===== src/rtl/ovrd_pkg.sv =====
// Constants, field layouts and carrier types of the over-range detector
package ovrd_pkg;

  // ==========================================================================
  // Sizes
  localparam int NUM_CH = 4;
  localparam int CODE_W = 9;
  localparam int MAG_W  = 8;
  localparam int CNT_W  = 11;
  localparam int SEL_W  = 3;
  localparam int ADDR_W = 8;
  localparam int DATA_W = 32;
  localparam int QUIET_W = 12;

  // ==========================================================================
  // Code and magnitude limits
  localparam logic [CODE_W-1:0] CODE_MOST_NEG = 9'h100;
  localparam logic [MAG_W-1:0]  MAG_MAX       = 8'hff;

  // ==========================================================================
  // Hold length, in sample-clock cycles, for a select value of zero
  localparam logic [CNT_W-1:0] HOLD_BASE = 11'h008;

  // ==========================================================================
  // Register offsets (byte addresses)
  localparam logic [ADDR_W-1:0] ADDR_CTRL   = 8'h00;
  localparam logic [ADDR_W-1:0] ADDR_THRESH = 8'h04;
  localparam logic [ADDR_W-1:0] ADDR_STATUS = 8'h08;
  localparam logic [ADDR_W-1:0] ADDR_MASK   = 8'h0c;
  localparam logic [ADDR_W-1:0] ADDR_LIVE   = 8'h10;

  // ==========================================================================
  // Control field positions
  localparam int CTRL_EN_BIT    = 0;
  localparam int CTRL_SEL_LSB   = 1;
  localparam int CTRL_FGCAL_BIT = 4;
  localparam int CTRL_BGCAL_BIT = 5;
  localparam int CTRL_W         = 6;

  // Live status field positions
  localparam int LIVE_SAMPLING_BIT = 4;
  localparam int LIVE_BGCAL_BIT    = 5;

  // ==========================================================================
  // Reset values
  localparam logic [CTRL_W-1:0] CTRL_RST   = 6'h00;
  localparam logic [MAG_W-1:0]  THRESH_RST = 8'he4;
  localparam logic [NUM_CH-1:0] MASK_RST   = 4'h0;

  // ==========================================================================
  // Carriers
  typedef struct packed {
    logic                              valid;
    logic [NUM_CH-1:0][CODE_W-1:0]     code;
  } ovrd_samples_t;

  typedef struct packed {
    logic [ADDR_W-1:0] addr;
    logic [DATA_W-1:0] wdata;
    logic              wr;
    logic              rd;
  } ovrd_bus_req_t;

endpackage


===== src/rtl/ovrd_top.sv =====
// Over-range detector: sample capture, per-channel hold logic and register slave
//
// The strobed register port and the register addresses were chosen for this implementation.
`timescale 1ns/1ps
`default_nettype none

// ============================================================================
// One channel: magnitude, compare and hold counter
module ovrd_channel (
  input  wire logic                      clk,
  input  wire logic                      rst,
  input  wire logic                      sample_valid,
  input  wire logic [ovrd_pkg::CODE_W-1:0] code,
  input  wire logic                      enable,
  input  wire logic [ovrd_pkg::MAG_W-1:0]  threshold,
  input  wire logic [ovrd_pkg::CNT_W-1:0]  hold_len,
  output logic                           event_hit,
  output logic                           ovr_out
);
  import ovrd_pkg::*;

  logic [MAG_W-1:0]   mag;
  logic [MAG_W:0]     neg_code;
  logic               is_neg;
  logic               qualify;
  logic [CNT_W-1:0]   cnt_r;
  logic [CNT_W-1:0]   cnt_nxt;
  logic               out_r;
  logic [QUIET_W-1:0] quiet_r;

  // Sign bit set means the negative input was the higher one
  assign is_neg   = code[CODE_W-1];
  assign neg_code = (~code) + 9'h001;
  // Negating the most negative code overflows, so clamp it
  assign mag      = !is_neg ? code[MAG_W-1:0] :
                    (code == CODE_MOST_NEG) ? MAG_MAX : neg_code[MAG_W-1:0];
  assign qualify  = enable && sample_valid && (mag >= threshold);
  assign event_hit = qualify;

  assign cnt_nxt = !enable ? '0 :
                   qualify ? hold_len :
                   (cnt_r != '0) ? cnt_r - 11'h001 : '0;

  always_ff @(posedge clk or posedge rst) begin
    if (rst) begin
      cnt_r <= '0;
      out_r <= 1'b0;
    end else begin
      cnt_r <= cnt_nxt;
      out_r <= (cnt_nxt != '0);
    end
  end

  assign ovr_out = out_r;

  // Cycles since the last qualifying sample, saturating
  always_ff @(posedge clk or posedge rst) begin
    if (rst) begin
      quiet_r <= '1;
    end else if (qualify) begin
      quiet_r <= 12'h001;
    end else if (quiet_r != '1) begin
      quiet_r <= quiet_r + 12'h001;
    end
  end

  property p_rise_on_hit;
    @(posedge clk) disable iff (rst)
    qualify |=> ovr_out;
  endproperty
  a_rise_on_hit: assert property (p_rise_on_hit) else $error("output not set after hit");

  property p_restart;
    @(posedge clk) disable iff (rst)
    qualify |=> (cnt_r == $past(hold_len));
  endproperty
  a_restart: assert property (p_restart) else $error("hold count not restarted");

  property p_fall_after_len;
    @(posedge clk) disable iff (rst)
    ($fell(ovr_out) && $past(enable) && $stable(hold_len)) |-> (quiet_r == {1'b0, hold_len} + 12'h001);
  endproperty
  a_fall_after_len: assert property (p_fall_after_len) else $error("pulse length wrong");

  property p_disabled_low;
    @(posedge clk) disable iff (rst)
    !enable |=> (!ovr_out && cnt_r == '0);
  endproperty
  a_disabled_low: assert property (p_disabled_low) else $error("output high while disabled");

  property p_no_spurious;
    @(posedge clk) disable iff (rst)
    (!ovr_out && !qualify) |=> !ovr_out;
  endproperty
  a_no_spurious: assert property (p_no_spurious) else $error("output set without hit");

  property p_neg_sat;
    @(posedge clk) disable iff (rst)
    (enable && sample_valid && code == CODE_MOST_NEG && threshold == MAG_MAX) |=> ovr_out;
  endproperty
  a_neg_sat: assert property (p_neg_sat) else $error("most negative code not saturated");

  property p_below_ignored;
    @(posedge clk) disable iff (rst)
    (sample_valid && !is_neg && code[MAG_W-1:0] < threshold) |-> !qualify;
  endproperty
  a_below_ignored: assert property (p_below_ignored) else $error("hit below threshold");

  property p_mag_mirror;
    @(posedge clk) disable iff (rst)
    (is_neg && code != CODE_MOST_NEG) |-> (MAG_W'(mag + code[MAG_W-1:0]) == '0);
  endproperty
  a_mag_mirror: assert property (p_mag_mirror) else $error("negative magnitude wrong");

  property p_hold_keeps;
    @(posedge clk) disable iff (rst)
    (enable && ovr_out && cnt_r > 11'h001) |=> ovr_out;
  endproperty
  a_hold_keeps: assert property (p_hold_keeps) else $error("output dropped before count end");
endmodule

// ============================================================================
// Top: sample capture, register slave, status and interrupt
module ovrd_top (
  input  wire logic                    CORE_CLK,
  input  wire logic                    RESET,
  input  wire ovrd_pkg::ovrd_samples_t SAMPLE_IN,
  input  wire ovrd_pkg::ovrd_bus_req_t BUS_REQ,
  output logic [ovrd_pkg::DATA_W-1:0]  BUS_RDATA,
  output ovrd_pkg::ovrd_samples_t      SAMPLE_OUT,
  output logic                         OVERRANGE_OUT_A,
  output logic                         OVERRANGE_OUT_B,
  output logic                         OVERRANGE_OUT_C,
  output logic                         OVERRANGE_OUT_D,
  output logic                         IRQ
);
  import ovrd_pkg::*;

  // ==========================================================================
  // Registers
  logic [CTRL_W-1:0] ctrl_r;
  logic [MAG_W-1:0]  thresh_r;
  logic [NUM_CH-1:0] status_r;
  logic [NUM_CH-1:0] status_nxt;
  logic [NUM_CH-1:0] mask_r;
  logic [DATA_W-1:0] rdata_r;
  logic [DATA_W-1:0] rdata_nxt;
  ovrd_samples_t     samp_r;

  logic               en;
  logic               fg_cal;
  logic               bg_cal;
  logic [SEL_W-1:0]   hold_sel;
  logic [CNT_W-1:0]   hold_len;
  logic               take_sample;
  logic [NUM_CH-1:0]  hit;
  logic [NUM_CH-1:0]  ovr;
  logic               wr_ctrl;
  logic               wr_thresh;
  logic               wr_mask;
  logic               rd_status;

  // ==========================================================================
  // Decode
  assign wr_ctrl   = BUS_REQ.wr && (BUS_REQ.addr == ADDR_CTRL);
  assign wr_thresh = BUS_REQ.wr && (BUS_REQ.addr == ADDR_THRESH);
  assign wr_mask   = BUS_REQ.wr && (BUS_REQ.addr == ADDR_MASK);
  assign rd_status = BUS_REQ.rd && (BUS_REQ.addr == ADDR_STATUS);

  assign en       = ctrl_r[CTRL_EN_BIT];
  assign fg_cal   = ctrl_r[CTRL_FGCAL_BIT];
  assign bg_cal   = ctrl_r[CTRL_BGCAL_BIT];
  assign hold_sel = ctrl_r[CTRL_SEL_LSB +: SEL_W];
  assign hold_len = HOLD_BASE << hold_sel;

  // Foreground calibration takes the cores offline; background keeps converting
  assign take_sample = SAMPLE_IN.valid && !fg_cal;

  // ==========================================================================
  // Sample capture
  // Registering here adds one cycle but keeps compare paths short at full rate
  always_ff @(posedge CORE_CLK or posedge RESET) begin
    if (RESET) begin
      samp_r <= '0;
    end else begin
      samp_r.valid <= take_sample;
      if (take_sample) begin
        samp_r.code <= SAMPLE_IN.code;
      end
    end
  end

  assign SAMPLE_OUT = samp_r;

  // ==========================================================================
  // Channels
  genvar gi;
  generate
    for (gi = 0; gi < NUM_CH; gi++) begin : g_ch
      ovrd_channel u_ch (
        .clk          (CORE_CLK),
        .rst          (RESET),
        .sample_valid (samp_r.valid),
        .code         (samp_r.code[gi]),
        .enable       (en),
        .threshold    (thresh_r),
        .hold_len     (hold_len),
        .event_hit    (hit[gi]),
        .ovr_out      (ovr[gi])
      );
    end
  endgenerate

  assign OVERRANGE_OUT_A = ovr[0];
  assign OVERRANGE_OUT_B = ovr[1];
  assign OVERRANGE_OUT_C = ovr[2];
  assign OVERRANGE_OUT_D = ovr[3];

  // ==========================================================================
  // Control registers
  always_ff @(posedge CORE_CLK or posedge RESET) begin
    if (RESET) begin
      ctrl_r   <= CTRL_RST;
      thresh_r <= THRESH_RST;
      mask_r   <= MASK_RST;
    end else begin
      if (wr_ctrl) ctrl_r <= BUS_REQ.wdata[CTRL_W-1:0];
      if (wr_thresh) thresh_r <= BUS_REQ.wdata[MAG_W-1:0];
      if (wr_mask) mask_r <= BUS_REQ.wdata[NUM_CH-1:0];
    end
  end

  // ==========================================================================
  // Sticky status; a hit in the clearing read's cycle survives it
  assign status_nxt = (rd_status ? '0 : status_r) | hit;

  always_ff @(posedge CORE_CLK or posedge RESET) begin
    if (RESET) begin
      status_r <= '0;
    end else begin
      status_r <= status_nxt;
    end
  end

  assign IRQ = |(status_r & mask_r);

  // ==========================================================================
  // Read path
  assign rdata_nxt =
    !BUS_REQ.rd                  ? '0 :
    (BUS_REQ.addr == ADDR_CTRL)   ? {{(DATA_W-CTRL_W){1'b0}}, ctrl_r} :
    (BUS_REQ.addr == ADDR_THRESH) ? {{(DATA_W-MAG_W){1'b0}}, thresh_r} :
    (BUS_REQ.addr == ADDR_STATUS) ? {{(DATA_W-NUM_CH){1'b0}}, status_r} :
    (BUS_REQ.addr == ADDR_MASK)   ? {{(DATA_W-NUM_CH){1'b0}}, mask_r} :
    (BUS_REQ.addr == ADDR_LIVE)   ? {{(DATA_W-CTRL_W){1'b0}}, bg_cal, !fg_cal, ovr} :
    '0;

  always_ff @(posedge CORE_CLK or posedge RESET) begin
    if (RESET) begin
      rdata_r <= '0;
    end else begin
      rdata_r <= rdata_nxt;
    end
  end

  assign BUS_RDATA = rdata_r;

  // ==========================================================================
  // Checks
  property p_fg_stops;
    @(posedge CORE_CLK) disable iff (RESET)
    fg_cal |=> !samp_r.valid;
  endproperty
  a_fg_stops: assert property (p_fg_stops) else $error("sample taken during foreground cal");

  property p_bg_runs;
    @(posedge CORE_CLK) disable iff (RESET)
    (SAMPLE_IN.valid && !fg_cal) |=> (samp_r.valid && samp_r.code == $past(SAMPLE_IN.code));
  endproperty
  a_bg_runs: assert property (p_bg_runs) else $error("sample not captured");

  property p_off_no_status;
    @(posedge CORE_CLK) disable iff (RESET)
    (!en && !rd_status) |=> (status_r == $past(status_r));
  endproperty
  a_off_no_status: assert property (p_off_no_status) else $error("status set while disabled");

  property p_pins_low_off;
    @(posedge CORE_CLK) disable iff (RESET)
    (!en)[*2] |-> !(OVERRANGE_OUT_A || OVERRANGE_OUT_B || OVERRANGE_OUT_C || OVERRANGE_OUT_D);
  endproperty
  a_pins_low_off: assert property (p_pins_low_off) else $error("pin high while disabled");

  property p_set_wins;
    @(posedge CORE_CLK) disable iff (RESET)
    (rd_status && hit[0]) |=> status_r[0];
  endproperty
  a_set_wins: assert property (p_set_wins) else $error("event lost on clear");

  property p_pin_map;
    @(posedge CORE_CLK) disable iff (RESET)
    (hit != '0) |=>
      (({OVERRANGE_OUT_D, OVERRANGE_OUT_C, OVERRANGE_OUT_B, OVERRANGE_OUT_A} & $past(hit)) == $past(hit));
  endproperty
  a_pin_map: assert property (p_pin_map) else $error("hit not on its own pin");

  property p_status_sets;
    @(posedge CORE_CLK) disable iff (RESET)
    (hit != '0) |=> ((status_r & $past(hit)) == $past(hit));
  endproperty
  a_status_sets: assert property (p_status_sets) else $error("hit not recorded in status");

  property p_read_clears;
    @(posedge CORE_CLK) disable iff (RESET)
    (rd_status && hit == '0) |=> (status_r == '0);
  endproperty
  a_read_clears: assert property (p_read_clears) else $error("status not cleared by read");

  property p_rdata_idle;
    @(posedge CORE_CLK) disable iff (RESET)
    !BUS_REQ.rd |=> (BUS_RDATA == '0);
  endproperty
  a_rdata_idle: assert property (p_rdata_idle) else $error("read data outside read answer");

  property p_capture_hold;
    @(posedge CORE_CLK) disable iff (RESET)
    !take_sample |=> (samp_r.code == $past(samp_r.code));
  endproperty
  a_capture_hold: assert property (p_capture_hold) else $error("code changed without capture");
endmodule

`default_nettype wire


===== config.mk =====
export PLATFORM = sky130hd
export DESIGN_NAME = ovrd_top
export DESIGN_NICKNAME = d
export VERILOG_FILES = /design/src/rtl/ovrd_pkg.sv /design/src/rtl/ovrd_top.sv
export SDC_FILE = /design/constraint.sdc
export NUM_CORES = 1
export LEC_CHECK = 0
export BUFFER_PORTS_ARGS = -buffer_cell sky130_fd_sc_hd__buf_2
export CORE_ASPECT_RATIO = 0.75
export CORE_MARGIN = 2
export CORE_UTILIZATION = 40
export DETAILED_ROUTE_END_ITERATION = 7
export GPL_ROUTABILITY_DRIVEN = 0
export PLACE_DENSITY_LB_ADDON = 0.1
export SYNTH_ARGS = -nofsm -noshare
export SYNTH_HDL_FRONTEND = slang
export SYNTH_SLANG_ARGS = --single-unit

===== constraint.sdc =====
create_clock -name CORE_CLK -period 3.7 [get_ports CORE_CLK]
set_clock_uncertainty 0.05 [all_clocks]
set_input_delay 0.37 -clock CORE_CLK [delete_from_list [all_inputs] [get_ports CORE_CLK]]
set_output_delay 0.37 -clock CORE_CLK [all_outputs]
set_load 0.05 [all_outputs]

==> impl_results.md <==
* Core area at approximately 18000 um^2
* I/O pin count at 155
* Hold_buf cts at 0
* Seq cells post-synth at ~120
* DRC errors left at 0
* Commonest non-fill, non-tap cell in the layout: dfrtp_1
* Slew Limit Fails at 0
* RSZ-0062 raised after global routing: no
* Crit path required time at 3.98 ns
* Synth top area cells: dfrtp_1, mux2_2, ha_1
* Final setup viols at 0
* Slew Limit Headroom at a little over a quarter
* Synth cell types at a little under 70
* Die width at 161 um
* Min-Delay Path Class: in -> async
* Starting Density at 40.5%
* Postcts setup bufs at 0
* Synth Area in XOR/XNOR at roughly 4.6%
* First-pass GRT wire length at 29900 um
* H-tree depth at 4
* Final design area excluding fillers at 8710 um^2
* Commonest cells after routing, fill and taps aside: dfrtp_1, buf_2, nand2_1
* Clk_lat worst skew at 0.42 ns
* Final Hold Fails at 0
* Outcome: finished clean
* Via count at 6030
* Num CTS Buffers at 17
* YS warnings at 0
* Post-synth top flop: dfrtp_1
* Largest net degree at the start of global routing at 68
* Post-placement cell area at just over 8000 um^2
* Setup CP Type: reg -> reg
* Max Cap Viol at 0
* Total routed wirelength at 18300 um
* Clock Path Buffers at 2
* Routed Antenna Nets at 0
* CTS tree: done
* GRT Residual Overflow at 0
* Vias in the first global route at 5797
* Cell count after placement at 1124
* Initial DRT Pass Iterations at 5
* DP Wirelength at 13300 um
* Seq pwr share at 36.4%
* CP Launch Type: flip-flop
* Min Hold Slack at 0.0699 ns
* Slew at the pin closest to its max-slew limit at 1.10 ns
* Ant diodes at 0
* Total power draw at 3.91 mW
* Syn_area_per_cell at a little over 9 um^2
* Clock power frac at 44.4%
* Wire per inst at between 15 and 20 um
* Setup TNS at 0 ns
* Main combinational cell family by area after synthesis: simple AND/OR/NAND/NOR gates
* Resized cells post-CTS at 0
* Multi-input logic area at 4170 um^2
* Fin cells at 1155
* Layout cell share with drive strength beyond 1 at 24.8%
* CTS Root Cell: clkbuf_16
* Clk sinks at 115
* Area grow syn2layout at 17.3%
* Static Leak at 4.14 nW
* FILL cells at 1752
* Post-layout util at 47.5%
* Row count at 43
* DIE AREA at 19700 um^2
* Critical Path Sink Type: flip-flop
* Gr usage total at between 10% and 20%
* Drt via density at 5.22
* Compound-Gate Fraction of Synth Area at between 10% and 20%
* Simple-gate share of the synthesized area at a little under a fifth
* Pint at 2.72 mW
* Starting DRT DRC Count at roughly 340
* EDFF count, synth at 0
* Clk slew on worst S/H paths at 0.06 ns
* PwrDens at 449 nW/um^2
* Post-Synth Adder-Cell Area at 7.41%
* Psw at 1.19 mW
* Setup ws final at between 0.4 and 0.5 ns
* Die height at 122 um
* Final min period at 3.20 ns
* Gate Count Post-Synth at between 700 and 800
* Share of the synthesized area in the top cell type at 37.4%
* Mux share of post-synthesis cell area at 11.6%
* CP arrival at 3.49 ns
* Maximum clock frequency at around 310 MHz
* Nets at 1021
* Antenna violations before repair at 0
* Cell Area, Synth at 7430 um^2
* Comb pwr share at 19.2%
* Pre-CTS setup slack at 0.482 ns
* Synth async-reset ratio at 100%
* Seq/Total Area, Yosys at approximately two fifths
* Max IR drop VDD at between 0.2 and 0.3 mV
* Synth area leader: dfrtp_1
* Period utilization at between 80% and 90%
* Max FO, Critical Path at 8
* Storage element area at about 2900 um^2
* IO Port Bufs at 106
* Switch share at 30.4%
## cell type report
type,instances,share of cell area (%)
clock buffers,21,5.17
clock inverters,10,1.81
inverters,41,1.80
multi-input cells,607,47.8
flip-flops and latches,115,33.1
well taps,247,3.55
repair buffers,114,6.78
## state kept, by name (all words and copies together) (netlist names)
register and count:
ctrl_r 6, mask_r 4, SAMPLE_OUT 37, g_ch.u_ch.cnt_r 44, status_r 4, BUS_RDATA 8, g_ch.u_ch.ovr_out 4, thresh_r 8
## worst max-delay path: stages (launching register included)
cell,delay [ns]
dfrtp_1,0.43
inv_1,0.09
ha_1,0.17
nand2_1,0.07
nor3_1,0.36
nand3_1,0.25
a31oi_1,0.22
ha_1,0.17
a21oi_1,0.04
o21ai_0,0.15
a21oi_1,0.09
nor2_1,0.56
buf_4,0.28
mux2i_1,0.19
## logic make-up after synthesis
| family | after synthesis |
|---|---|
| flip-flops | 115 |
| other | 1 |
| AO/OA/AOI/OAI | 141 |
| XOR/XNOR | 39 |
| buffers and inverters | 98 |
| multiplexers | 78 |
| AND/OR/NAND/NOR | 281 |
| adder cells (fa/ha/maj) | 44 |
## synth_stat cells (18+ instances only)
| master | number |
|---|---|
| ha_1 | 44 |
| dfrtp_1 | 111 |
| a21oi_1 | 28 |
| nor3_1 | 40 |
| o21ai_0 | 39 |
| nand2_1 | 82 |
| inv_1 | 41 |
| mux2_2 | 63 |
| buf_4 | 26 |
| a31oi_1 | 20 |
| xnor2_1 | 24 |
| clkbuf_1 | 18 |
| nand3_1 | 19 |
| nor2_1 | 63 |
## worst paths after layout
kind / end / depth (start not counted) / start / slack (ns)
min in group CORE_CLK: SAMPLE_OUT[27] / 3 / SAMPLE_IN[27] / 0.10
worst max-delay path: g_ch[0].u_ch.cnt_r[8] / 13 / SAMPLE_OUT[1] / 0.50
max in group asynchronous: thresh_r[7] / 3 / RESET / 2.59
worst max register to register: g_ch[0].u_ch.cnt_r[8] / 13 / SAMPLE_OUT[1] / 0.50
worst min register to register: g_ch[3].u_ch.cnt_r[0] / 1 / g_ch[3].u_ch.cnt_r[0] / 0.40
worst min-delay path: g_ch[0].u_ch.cnt_r[5] / 2 / RESET / 0.07
## power by group through the flow
| stage | sequential [mW] | combinational [mW] | clock, mW |
|---|---|---|---|
| finish | 1.42 | 0.750 | 1.73 |
| global route | 1.44 | 0.837 | 1.83 |
| CTS | 1.42 | 0.757 | 1.77 |
| detailed placement | 1.45 | 0.751 | 0 |
| global placement | 1.44 | 0.736 | 0 |
| floorplan | 1.55 | 0.464 | 0 |
## layer usage
layer	GRT usage, %	part of all wire, %	vias to the layer above
li1	-	-	2966
met1	28.8	51	2850
met2	27.9	42	190
met3	4.46	6.0	24
met4	5.25	1.1	0
met5	0	0	-
Power figures use the tool's default switching activity.
